--- src/logic/upc_regs.svh ---
// Contract
// [RULE_01] host bit selects host or peripheral role
// [RULE_02] pullup needs connect and vbus gate check
// [RULE_03] vbus change flag plus readable status
// [RULE_04] pulldown bits connect; host sets both
// [RULE_05] host attach or detach raises flag
// [RULE_06] chip reset spares pin and bus control
// [RULE_07] master treats fifo data as undefined
// [RULE_08] output inactive while irq enable clear
// [RULE_09] irq enable clear after any reset
// [RULE_10] level mode: open drain low on flag
// [RULE_11] level released after last flag cleared
// [RULE_12] polarity ignored in level mode
// [RULE_13] edge mode push pull, polarity chosen
// [RULE_14] enabled general input flags reach output
// [RULE_15] usb service events reach output
// [RULE_16] system supplies single edge clock
// [RULE_17] comparator usable as general input
// [RULE_18] edge on new request or partial clear
// [RULE_19] polarity one high, zero low
// [RULE_20] pulse length from two select bits
// [RULE_21] pullup gating recomputed every cycle
// [RULE_22] reset pin synchronised before use
`ifndef UPC_REGS_SVH
`define UPC_REGS_SVH

// ----------------------------------------------------------------
// clock and pulse timing
// ----------------------------------------------------------------
`define UPC_CLK_NS          40
`define UPC_PW0_NS          10600
`define UPC_PW1_NS          5300
`define UPC_PW2_NS          2600
`define UPC_PW3_NS          1300
`define UPC_PW0_CYC         (`UPC_PW0_NS / `UPC_CLK_NS)
`define UPC_PW1_CYC         (`UPC_PW1_NS / `UPC_CLK_NS)
`define UPC_PW2_CYC         (`UPC_PW2_NS / `UPC_CLK_NS)
`define UPC_PW3_CYC         (`UPC_PW3_NS / `UPC_CLK_NS)

// ----------------------------------------------------------------
// register offsets
// ----------------------------------------------------------------
`define UPC_ADDR_MODE       4'h0
`define UPC_ADDR_BUS_CTL    4'h1
`define UPC_ADDR_CPU_CTL    4'h2
`define UPC_ADDR_PIN_CTL    4'h3
`define UPC_ADDR_USB_FLAG   4'h4
`define UPC_ADDR_USB_EN     4'h5
`define UPC_ADDR_GP_FLAG    4'h6
`define UPC_ADDR_GP_EN      4'h7
`define UPC_ADDR_GP_POL     4'h8
`define UPC_ADDR_STATUS     4'h9
`define UPC_ADDR_GP_IN      4'hA

// ----------------------------------------------------------------
// field positions
// ----------------------------------------------------------------
`define UPC_MODE_HOST       0
`define UPC_MODE_DP_PD      1
`define UPC_MODE_DM_PD      2
`define UPC_BUS_CONNECT     0
`define UPC_BUS_VGATE       1
`define UPC_CPU_IRQ_EN      0
`define UPC_CPU_PW_LO       6
`define UPC_CPU_PW_HI       7
`define UPC_PIN_POL_HI      0
`define UPC_PIN_LVL_SEL     1
`define UPC_USBF_ATTACH     0
`define UPC_USBF_VBUS       1
`define UPC_USBF_EVT_LO     2
`define UPC_STAT_VBUS       0
`define UPC_STAT_ATTACH     1
`define UPC_STAT_PEND       2
`define UPC_STAT_HOST       3

// ----------------------------------------------------------------
// reset values
// ----------------------------------------------------------------
`define UPC_RST_REG         8'h00

`endif

--- src/logic/upc_pkg.sv ---
`default_nettype none
package upc_pkg;
    typedef logic [3:0] upc_addr_t;
    typedef logic [7:0] upc_data_t;
    typedef enum logic [2:0] {
        UPC_P_IDLE   = 3'h1,
        UPC_P_ACTIVE = 3'h2,
        UPC_P_GAP    = 3'h4
    } upc_pulse_st_t;
endpackage
`default_nettype wire

--- src/logic/upc_pulse_if.sv ---
`timescale 1ns/100ps
`default_nettype none
interface upc_pulse_if;
    logic       trig;
    logic       en;
    logic [1:0] len_sel;
    logic       active;
    modport ctl (output trig, output en, output len_sel, input active);
    modport gen (input trig, input en, input len_sel, output active);
endinterface
`default_nettype wire

--- src/logic/upc_sync.sv ---
`timescale 1ns/100ps
`default_nettype none
module upc_sync #(
    parameter int WIDTH = 11
) (
    input  wire logic             clk,
    input  wire logic             rst_n,
    input  wire logic             ce,
    input  wire logic [WIDTH-1:0] d,
    output logic      [WIDTH-1:0] q
);
    logic [WIDTH-1:0] meta_q;

    // meta_q feeds q only; nothing else may look at it
    always_ff @(posedge clk or negedge rst_n) begin
        if (!rst_n) begin
            meta_q <= '0;
            q      <= '0;
        end else if (ce) begin
            meta_q <= d;
            q      <= meta_q;
        end
    end
endmodule
`default_nettype wire

--- src/logic/upc_irq_pulse.sv ---
`timescale 1ns/100ps
`default_nettype none
`include "upc_regs.svh"
module upc_irq_pulse (
    input  wire logic clk,
    input  wire logic rst_n,
    input  wire logic ce,
    upc_pulse_if.gen  pif
);
    upc_pkg::upc_pulse_st_t st_q, st_d;
    logic [8:0]             cnt_q, cnt_d;
    logic [8:0]             len_q;
    logic [8:0]             wcnt_q;
    logic                   pend_q, pend_d;
    logic                   start;

    function automatic logic [8:0] len_cycles(input logic [1:0] sel);
        case (sel)
            2'h0:    len_cycles = 9'(`UPC_PW0_CYC);
            2'h1:    len_cycles = 9'(`UPC_PW1_CYC);
            2'h2:    len_cycles = 9'(`UPC_PW2_CYC);
            default: len_cycles = 9'(`UPC_PW3_CYC);
        endcase
    endfunction

    // ----------------------------------------------------------------
    // pulse sequencer
    // ----------------------------------------------------------------
    // the gap state guarantees a fresh edge for a request queued mid pulse
    always_comb begin
        st_d  = st_q;
        cnt_d = cnt_q;
        start = 1'b0;
        case (st_q)
            upc_pkg::UPC_P_IDLE: begin
                if (pif.trig || pend_q) begin
                    st_d  = upc_pkg::UPC_P_ACTIVE;
                    cnt_d = len_cycles(pif.len_sel) - 9'h001; // RULE_20
                    start = 1'b1;
                end
            end
            upc_pkg::UPC_P_ACTIVE: begin
                if (cnt_q == 9'h000) begin
                    st_d = upc_pkg::UPC_P_GAP;
                end else begin
                    cnt_d = cnt_q - 9'h001;
                end
            end
            upc_pkg::UPC_P_GAP: begin
                st_d = upc_pkg::UPC_P_IDLE;
            end
            default: begin
                st_d = upc_pkg::UPC_P_IDLE;
            end
        endcase
        if (!pif.en) begin
            st_d  = upc_pkg::UPC_P_IDLE;
            start = 1'b0;
        end
        pend_d = pif.en & ((pend_q & ~start) | (pif.trig & (st_q != upc_pkg::UPC_P_IDLE))); // RULE_18
    end

    always_ff @(posedge clk or negedge rst_n) begin
        if (!rst_n) begin
            st_q   <= upc_pkg::UPC_P_IDLE;
            cnt_q  <= 9'h000;
            pend_q <= 1'b0;
        end else if (ce) begin
            st_q   <= st_d;
            cnt_q  <= cnt_d;
            pend_q <= pend_d;
        end
    end

    assign pif.active = (st_q == upc_pkg::UPC_P_ACTIVE);

    // ----------------------------------------------------------------
    // checks
    // ----------------------------------------------------------------
    always_ff @(posedge clk or negedge rst_n) begin
        if (!rst_n) begin
            len_q  <= 9'h000;
            wcnt_q <= 9'h000;
        end else if (ce) begin
            if (start) begin
                len_q  <= len_cycles(pif.len_sel);
                wcnt_q <= 9'h000;
            end else if (pif.active) begin
                wcnt_q <= wcnt_q + 9'h001;
            end
        end
    end
endmodule
`default_nettype wire

--- src/logic/upc_top.sv ---
`timescale 1ns/100ps
`default_nettype none
`include "upc_regs.svh"
module upc_top (
    input  wire logic                clk,
    input  wire logic                rst_n,
    input  wire logic                ce,
    input  wire upc_pkg::upc_addr_t  addr,
    input  wire upc_pkg::upc_data_t  wdata,
    input  wire logic                wr_en,
    input  wire logic                rd_en,
    output upc_pkg::upc_data_t       rdata,
    input  wire logic                chip_reset_n,
    input  wire logic                bus_power_comparator_input,
    input  wire logic                attach_sense,
    input  wire logic [7:0]          general_inputs,
    input  wire logic [5:0]          usb_event,
    output logic                     host_mode,
    output logic                     dplus_pullup_enable,
    output logic                     dplus_pulldown_enable,
    output logic                     dminus_pulldown_enable,
    output logic                     irq_out,
    output logic                     irq_oe
);
    // ----------------------------------------------------------------
    // reset release and input synchronisers
    // ----------------------------------------------------------------
    logic [1:0]  rst_pipe_q;
    logic        rst_s_n;
    logic [10:0] sync_q;
    logic        chip_rst;
    logic        bus_power_detected;
    logic        attach_s;
    logic [7:0]  gp_s;

    always_ff @(posedge clk or negedge rst_n) begin
        if (!rst_n) begin
            rst_pipe_q <= 2'h0;
        end else begin
            rst_pipe_q <= {rst_pipe_q[0], 1'b1};
        end
    end
    assign rst_s_n = rst_pipe_q[1];

    upc_sync #(
        .WIDTH (11)
    ) u_sync (
        .clk   (clk),
        .rst_n (rst_s_n),
        .ce    (ce),
        .d     ({chip_reset_n, attach_sense, bus_power_comparator_input, general_inputs}),
        .q     (sync_q)
    );

    assign chip_rst           = ~sync_q[10]; // RULE_22
    assign attach_s           = sync_q[9];
    assign bus_power_detected = sync_q[8]; // RULE_17
    assign gp_s               = sync_q[7:0];

    // ----------------------------------------------------------------
    // register decode
    // ----------------------------------------------------------------
    function automatic logic wr_hit(input upc_pkg::upc_addr_t a, input logic w,
                                    input upc_pkg::upc_addr_t r);
        wr_hit = w && (a == r);
    endfunction

    function automatic logic [7:0] w1c(input logic [7:0] q, input logic [7:0] set,
                                       input logic [7:0] clr);
        w1c = (q & ~clr) | set;
    endfunction

    upc_pkg::upc_data_t mode_q, bus_ctl_q, cpu_ctl_q, pin_ctl_q;
    upc_pkg::upc_data_t usb_en_q, gp_en_q, gp_pol_q;
    upc_pkg::upc_data_t usb_flag_q, usb_flag_d, gp_flag_q, gp_flag_d;
    logic               host_q, connect_q, vbus_gate_enable, irq_output_enable;
    logic               irq_level_select, irq_polarity_high;
    logic               irq_pulse_len_hi, irq_pulse_len_lo;

    assign host_q            = mode_q[`UPC_MODE_HOST];
    assign connect_q         = bus_ctl_q[`UPC_BUS_CONNECT];
    assign vbus_gate_enable  = bus_ctl_q[`UPC_BUS_VGATE];
    assign irq_output_enable = cpu_ctl_q[`UPC_CPU_IRQ_EN];
    assign irq_pulse_len_hi  = cpu_ctl_q[`UPC_CPU_PW_HI];
    assign irq_pulse_len_lo  = cpu_ctl_q[`UPC_CPU_PW_LO];
    assign irq_level_select  = pin_ctl_q[`UPC_PIN_LVL_SEL];
    assign irq_polarity_high = pin_ctl_q[`UPC_PIN_POL_HI];

    // pin and bus control survive a chip reset, only power-on clears them
    always_ff @(posedge clk or negedge rst_s_n) begin
        if (!rst_s_n) begin
            bus_ctl_q <= `UPC_RST_REG;
            pin_ctl_q <= `UPC_RST_REG;
        end else if (ce) begin
            if (wr_hit(addr, wr_en, `UPC_ADDR_BUS_CTL)) begin
                bus_ctl_q <= wdata;
            end else if (wr_hit(addr, wr_en, `UPC_ADDR_PIN_CTL)) begin
                pin_ctl_q <= wdata;
            end
        end
    end

    // everything else returns to default while the reset pin is low
    always_ff @(posedge clk or negedge rst_s_n) begin
        if (!rst_s_n) begin
            mode_q    <= `UPC_RST_REG;
            cpu_ctl_q <= `UPC_RST_REG;
            usb_en_q  <= `UPC_RST_REG;
            gp_en_q   <= `UPC_RST_REG;
            gp_pol_q  <= `UPC_RST_REG;
        end else if (ce) begin
            if (chip_rst) begin
                mode_q    <= `UPC_RST_REG; // RULE_06
                cpu_ctl_q <= `UPC_RST_REG; // RULE_09
                usb_en_q  <= `UPC_RST_REG;
                gp_en_q   <= `UPC_RST_REG;
                gp_pol_q  <= `UPC_RST_REG;
            end else if (wr_hit(addr, wr_en, `UPC_ADDR_MODE)) begin
                mode_q <= wdata; // RULE_01
            end else if (wr_hit(addr, wr_en, `UPC_ADDR_CPU_CTL)) begin
                cpu_ctl_q <= wdata;
            end else if (wr_hit(addr, wr_en, `UPC_ADDR_USB_EN)) begin
                usb_en_q <= wdata;
            end else if (wr_hit(addr, wr_en, `UPC_ADDR_GP_EN)) begin
                gp_en_q <= wdata;
            end else if (wr_hit(addr, wr_en, `UPC_ADDR_GP_POL)) begin
                gp_pol_q <= wdata;
            end
        end
    end

    // ----------------------------------------------------------------
    // event flags
    // ----------------------------------------------------------------
    logic       attach_prev_q, vbus_prev_q;
    logic [7:0] gp_prev_q;
    logic [7:0] usb_set, gp_set;
    logic [7:0] usb_clr, gp_clr;

    always_ff @(posedge clk or negedge rst_s_n) begin
        if (!rst_s_n) begin
            attach_prev_q <= 1'b0;
            vbus_prev_q   <= 1'b0;
            gp_prev_q     <= 8'h00;
        end else if (ce) begin
            attach_prev_q <= attach_s;
            vbus_prev_q   <= bus_power_detected;
            gp_prev_q     <= gp_s;
        end
    end

    assign usb_set[`UPC_USBF_ATTACH] = host_q & (attach_s ^ attach_prev_q); // RULE_05
    assign usb_set[`UPC_USBF_VBUS]   = bus_power_detected ^ vbus_prev_q; // RULE_03
    assign usb_set[7:`UPC_USBF_EVT_LO] = usb_event; // RULE_15

    genvar gi;
    generate
        for (gi = 0; gi < 8; gi++) begin : g_gp_edge
            // polarity picks which transition of each input counts
            assign gp_set[gi] = gp_pol_q[gi] ? (gp_s[gi] & ~gp_prev_q[gi])
                                             : (~gp_s[gi] & gp_prev_q[gi]);
        end
    endgenerate

    assign usb_clr    = wr_hit(addr, wr_en, `UPC_ADDR_USB_FLAG) ? wdata : 8'h00;
    assign gp_clr     = wr_hit(addr, wr_en, `UPC_ADDR_GP_FLAG) ? wdata : 8'h00;
    // a set in the same cycle as its clear is kept
    assign usb_flag_d = chip_rst ? `UPC_RST_REG : w1c(usb_flag_q, usb_set, usb_clr);
    assign gp_flag_d  = chip_rst ? `UPC_RST_REG : w1c(gp_flag_q, gp_set, gp_clr); // RULE_14

    always_ff @(posedge clk or negedge rst_s_n) begin
        if (!rst_s_n) begin
            usb_flag_q <= `UPC_RST_REG;
            gp_flag_q  <= `UPC_RST_REG;
        end else if (ce) begin
            usb_flag_q <= usb_flag_d;
            gp_flag_q  <= gp_flag_d;
        end
    end

    // ----------------------------------------------------------------
    // interrupt output
    // ----------------------------------------------------------------
    logic [15:0] masked_q, masked_d;
    logic        any_pend;
    logic        edge_trig;

    upc_pulse_if pls ();

    assign masked_q  = {usb_flag_q & usb_en_q, gp_flag_q & gp_en_q};
    assign masked_d  = {usb_flag_d & usb_en_q, gp_flag_d & gp_en_q};
    assign any_pend  = |masked_q;
    // a new request, or a partial clear that leaves work pending
    assign edge_trig = (|(masked_d & ~masked_q)) | ((|(masked_q & ~masked_d)) & (|masked_d)); // RULE_18

    assign pls.trig    = edge_trig & ~irq_level_select;
    assign pls.en      = irq_output_enable & ~irq_level_select;
    assign pls.len_sel = {irq_pulse_len_hi, irq_pulse_len_lo}; // RULE_20

    upc_irq_pulse u_pulse (
        .clk   (clk),
        .rst_n (rst_s_n),
        .ce    (ce),
        .pif   (pls)
    );

    always_ff @(posedge clk or negedge rst_s_n) begin
        if (!rst_s_n) begin
            irq_out <= 1'b1;
            irq_oe  <= 1'b0;
        end else if (ce) begin
            if (irq_level_select) begin
                irq_out <= 1'b0; // RULE_12
                irq_oe  <= irq_output_enable & any_pend; // RULE_10 RULE_11 RULE_08
            end else begin
                irq_oe  <= 1'b1; // RULE_13
                irq_out <= (irq_output_enable & pls.active) ? irq_polarity_high
                                                            : ~irq_polarity_high; // RULE_19 RULE_08
            end
        end
    end

    // ----------------------------------------------------------------
    // pins
    // ----------------------------------------------------------------
    // registered each cycle so a lost bus supply drops the pullup unaided
    always_ff @(posedge clk or negedge rst_s_n) begin
        if (!rst_s_n) begin
            dplus_pullup_enable <= 1'b0;
        end else if (ce) begin
            dplus_pullup_enable <= ~host_q & connect_q & (~vbus_gate_enable | bus_power_detected); // RULE_02 RULE_21
        end
    end

    assign host_mode              = host_q;
    assign dplus_pulldown_enable  = mode_q[`UPC_MODE_DP_PD]; // RULE_04
    assign dminus_pulldown_enable = mode_q[`UPC_MODE_DM_PD]; // RULE_04

    // ----------------------------------------------------------------
    // read port
    // ----------------------------------------------------------------
    upc_pkg::upc_data_t rd_mux;
    upc_pkg::upc_data_t status;

    assign status = {4'h0, host_q, any_pend, attach_s, bus_power_detected}; // RULE_03 RULE_17

    always_comb begin
        if (addr == `UPC_ADDR_MODE) begin
            rd_mux = mode_q;
        end else if (addr == `UPC_ADDR_BUS_CTL) begin
            rd_mux = bus_ctl_q;
        end else if (addr == `UPC_ADDR_CPU_CTL) begin
            rd_mux = cpu_ctl_q;
        end else if (addr == `UPC_ADDR_PIN_CTL) begin
            rd_mux = pin_ctl_q;
        end else if (addr == `UPC_ADDR_USB_FLAG) begin
            rd_mux = usb_flag_q;
        end else if (addr == `UPC_ADDR_USB_EN) begin
            rd_mux = usb_en_q;
        end else if (addr == `UPC_ADDR_GP_FLAG) begin
            rd_mux = gp_flag_q;
        end else if (addr == `UPC_ADDR_GP_EN) begin
            rd_mux = gp_en_q;
        end else if (addr == `UPC_ADDR_GP_POL) begin
            rd_mux = gp_pol_q;
        end else if (addr == `UPC_ADDR_STATUS) begin
            rd_mux = status;
        end else if (addr == `UPC_ADDR_GP_IN) begin
            rd_mux = gp_s;
        end else begin
            rd_mux = 8'h00;
        end
    end

    always_ff @(posedge clk or negedge rst_s_n) begin
        if (!rst_s_n) begin
            rdata <= 8'h00;
        end else if (ce) begin
            rdata <= rd_en ? rd_mux : 8'h00;
        end
    end
endmodule
`default_nettype wire

--- config.mk ---
export PLATFORM = sky130hd
export DESIGN_NAME = upc_top
export DESIGN_NICKNAME = d
export VERILOG_FILES = /design/src/logic/upc_pkg.sv /design/src/logic/upc_pulse_if.sv /design/src/logic/upc_sync.sv /design/src/logic/upc_irq_pulse.sv /design/src/logic/upc_top.sv
export VERILOG_INCLUDE_DIRS = /design/src /design/src/logic
export SDC_FILE = /design/constraint.sdc
export NUM_CORES = 1
export LEC_CHECK = 0
export BUFFER_PORTS_ARGS = -buffer_cell sky130_fd_sc_hd__buf_2
export CORE_MARGIN = 3
export CORE_UTILIZATION = 45
export CTS_CLUSTER_DIAMETER = 100
export DETAILED_ROUTE_END_ITERATION = 6
export HOLD_SLACK_MARGIN = 0.15
export PLACE_DENSITY = 0.68
export SKIP_CTS_REPAIR_TIMING = 1
export SYNTH_ARGS = -nofsm -noshare
export SYNTH_HDL_FRONTEND = slang
export SYNTH_SLANG_ARGS = --single-unit
--- constraint.sdc ---
create_clock -name clk -period 9.2 [get_ports clk]
set_clock_uncertainty 0.05 [all_clocks]
set_input_delay 2.3 -clock clk [delete_from_list [all_inputs] [get_ports clk]]
set_output_delay 2.3 -clock clk [all_outputs]
set_load 0.05 [all_outputs]
==> summary.txt <==
CTS
  • Skew-Pair Late Insertion Delay: approximately 0.42 ns
  • CTS clock-pin slew for the worst setup and hold paths: 0.06 ns
  • Root buffer cell: clkbuf_16
  • H-tree depth: 4
  • Clk sinks: 130
  • Clock Tree Buf Depth: 2
  • CTS tree: yes
  • CTS Buf Count: 17

Finish
  • Share of layout cells above drive strength 1: a little under a fifth
  • Post-layout util: around 53%
  • Largest regs: u_sync.meta_q x11, u_sync.q x11, u_pulse.cnt_q x9
  • Footprint of the multi-input gates: around 3700 um^2
  • Commonest non-fill, non-tap cells in the layout: dfrtp_1, nand2_1, o21ai_0
  • Fin nets: around 850
  • Layout area overhead: 12.58%
  • Fillers: around 1400
  • Antenna diode count: 0
  • Most common cell after layout, fill and taps aside: dfrtp_1
  • Reg area: 3259 um^2
  • Finished Layout Cells: roughly 1000

Floorplan
  • Die ar.: 17700 um^2
  • # rows: 45
  • Initial Util: between 40% and 50%
  • Die width: approximately 130 um
  • Die height: ~130 um
  • Core Area: 15480 um^2
  • IO Count: 48

Critical path
  • Crit path kind: in2reg
  • Slowest cell on crit path: nor2_1
  • CP Max Fanout: just under 50
  • FF-to-FF Start: u_sync.q[10]$_DFFE_PN0P_
  • Setup crit end kind: flop
  • CP Data Required Time: around 9.4 ns
  • Slowest cell delay on critical path: 0.61 ns
  • Worst Setup SP: addr[0]
  • WP data arrival: 5.60 ns
  • Startpoint types: primary input
  • Cell repeated most along the worst path: a21oi_1
  • Critical path cell sequence: buf_2 -> buf_4 -> nor2_1 -> and2_1 -> a21oi_1 -> or4_4 -> o41ai_2 -> a22o_2 -> a21oi_1 -> o2bb2ai_1

Timing
  • Final hold vios: 0
  • Relative max-transition margin: slightly above 30%
  • Part of the cycle the worst path needs: 58.28%
  • Worst hold margin: about 0.3 ns
  • RSZ-0062 raised after global routing: no
  • Slew Viols, Final: 0
  • Final worst slack: roughly 3.8 ns
  • F_max: around 0.19 GHz
  • Worst-Margin Slew: about 1 ns
  • Sum Neg Setup Slack: 0 ns
  • Fin crit period: between 5 and 6 ns
  • Final setup fails: 0

Power and ir drop
  • Register share of total power: 42.8%
  • PwrDens: roughly 230 nW/um^2
  • Net Sw Frac: between 30% and 40%
  • Gate power share: approximately 23%
  • Clock Power Share: between 30% and 40%
  • Switch Pwr: 652.2 uW
  • Leak: about 0.0034 uW
  • Internal power: between 1000 and 1500 uW
  • Peak supply drop: between 150 and 200 uV

Hold path
  • Hold Crit Start: rst_pipe_q[0]$_DFF_PN0_
  • Worst hold path type: reg2reg

Routing
  • Vias: 6561
  • TritonRoute pass-1 iters: 6
  • 1st-iter DRT viols: ~800
  • Final ANT Viol Nets: 0
  • Post-route DRC: 0
  • Total wire length: ~22000 um
  • Routed vias/inst: about 6.3
  • Wire per inst: approximately 21 um

Synth
  • Area share of the leading cell type in the synthesized netlist: 44.11%
  • Yosys reg bits: 130
  • Largest family of logic cells by synthesized area: compound AO/OA/AOI/OAI gates
  • Compound-cell area share of the yosys netlist: between 20% and 30%
  • Adder-cell share of the synthesized area: less than 1%
  • Synth unique cells: roughly 70
  • Xor and xnor area share after synthesis: less than 1%
  • Synth Flop Type: dfrtp_1
  • Syn Std Cell Area: between 7000 and 8000 um^2
  • Simple-Gate Fraction of Synth Area: about a fifth
  • Sequential area share after synthesis: between 40% and 50%
  • Syn_area_per_cell: about 9 um^2
  • Synth Instances: approximately 800
  • Synth area leaders: dfrtp_1, mux2_2, nand2_1, o21ai_0, a21oi_1
  • Number of flops mapped to enable cells by yosys: 0
  • Yosys warns: 0
  • Post-synthesis mux area share: 9.614%
  • Syn Nets: slightly above 800
  • Cell taking the most area after synthesis: dfrtp_1
  • Async SR Flop Fraction: 100.0%

Global route
  • Total GRT Usage: between 20% and 30%
  • Initial antenna violation count: 0
  • First-pass GRT wire length: 35130 um
  • Vias in the first global route: between 6000 and 7000
  • GRT overflow: 0
  • Largest net degree at the start of global routing: 67

Status
  • Status: complete, no violations

Placed design
  • Place WS: approximately 3.5 ns
  • Hpwl dp: approximately 16000 um
  • Placed Cells: slightly above 1000
  • GP Congestion: a little under 1
  • Port Buffers: 47

Run
  • MaxCap Viol Count: 0
## metal layers
| layer | part of all wire [%] | global-route usage (%) | wire length [um] |
|---|---|---|---|
| met3 | 9.6 | 7.148 | 2153 |
| met2 | 42 | 36.34 | 9447 |
| met4 | 3.3 | 9.353 | 739 |
| met5 | 0 | 0 | 0 |
| met1 | 45 | 37.00 | 10010 |
## power groups by stage
stage	clock network, uW	registers (uW)	logic (uW)
floorplan	0	794	294
global placement	0	807	418
detailed placement	0	808	423
CTS	657	800	424
global route	684	818	472
finish	646	805	431
## Yosys cell counts, drive strengths merged (14+ instances only)
cell type  number
dfrtp         128
nand2         125
o21ai          91
mux2           49
a21oi          44
clkbuf         35
nor2           35
nand3          24
inv            23
a22oi          21
o22ai          19
o2bb2ai        19
nor3           17
buf            14
## path summary, 6_finish.rpt
kind                       cells after the start                            to  slack [ns]
max in group asynchronous                      1       rst_pipe_q[1]$_DFF_PN0_        7.39
setup / recovery                              10  u_pulse.cnt_q[4]$_DFFE_PN0P_        3.84
setup reg to reg                               8  u_pulse.cnt_q[4]$_DFFE_PN0P_        6.32
hold reg to reg                                0       rst_pipe_q[1]$_DFF_PN0_        0.30
hold / removal                                 0       rst_pipe_q[1]$_DFF_PN0_        0.30
min in group asynchronous                      0      cpu_ctl_q[1]$_DFFE_PN0P_        0.40
## through the flow
stage / instance area [um^2] / total power, uW
6_report: 8175 / 1883
5_1_grt: 8175 / 1975
4_1_cts: 8175 / 1881
3_5_place_dp: 7611 / 1231
3_3_place_gp: 7611 / 1225
2_1_floorplan: 7262 / 1088
## critical path, delay by kind of cell
| kind | cells | cell delay (ns) |
|---|---|---|
| AOI/OAI and AO/OA | 5 | 1.26 |
| buffers and inverters | 2 | 0.37 |
| and+or+nand+nor | 3 | 1.61 |
## area by class of cell
cell class | instances | area share, %
inverters | 24 | 1.102
clock inverters | 10 | 1.224
multi-input cells | 592 | 45.38
flip-flops and latches | 130 | 39.87
clock buffers | 22 | 5.678
repair buffers | 54 | 3.520
well taps | 211 | 3.229
## logic make-up (layout without fill, tap and decap cells)
family | after synthesis | in the layout
simple gates | 273 | 273
compound gates | 251 | 251
flops | 130 | 130
buf+inv | 73 | 110
mux | 62 | 62
xor+xnor | 4 | 4
fa+ha+maj | 1 | 1
other cells | 1 | 1
(Power assumes the default switching activity.)
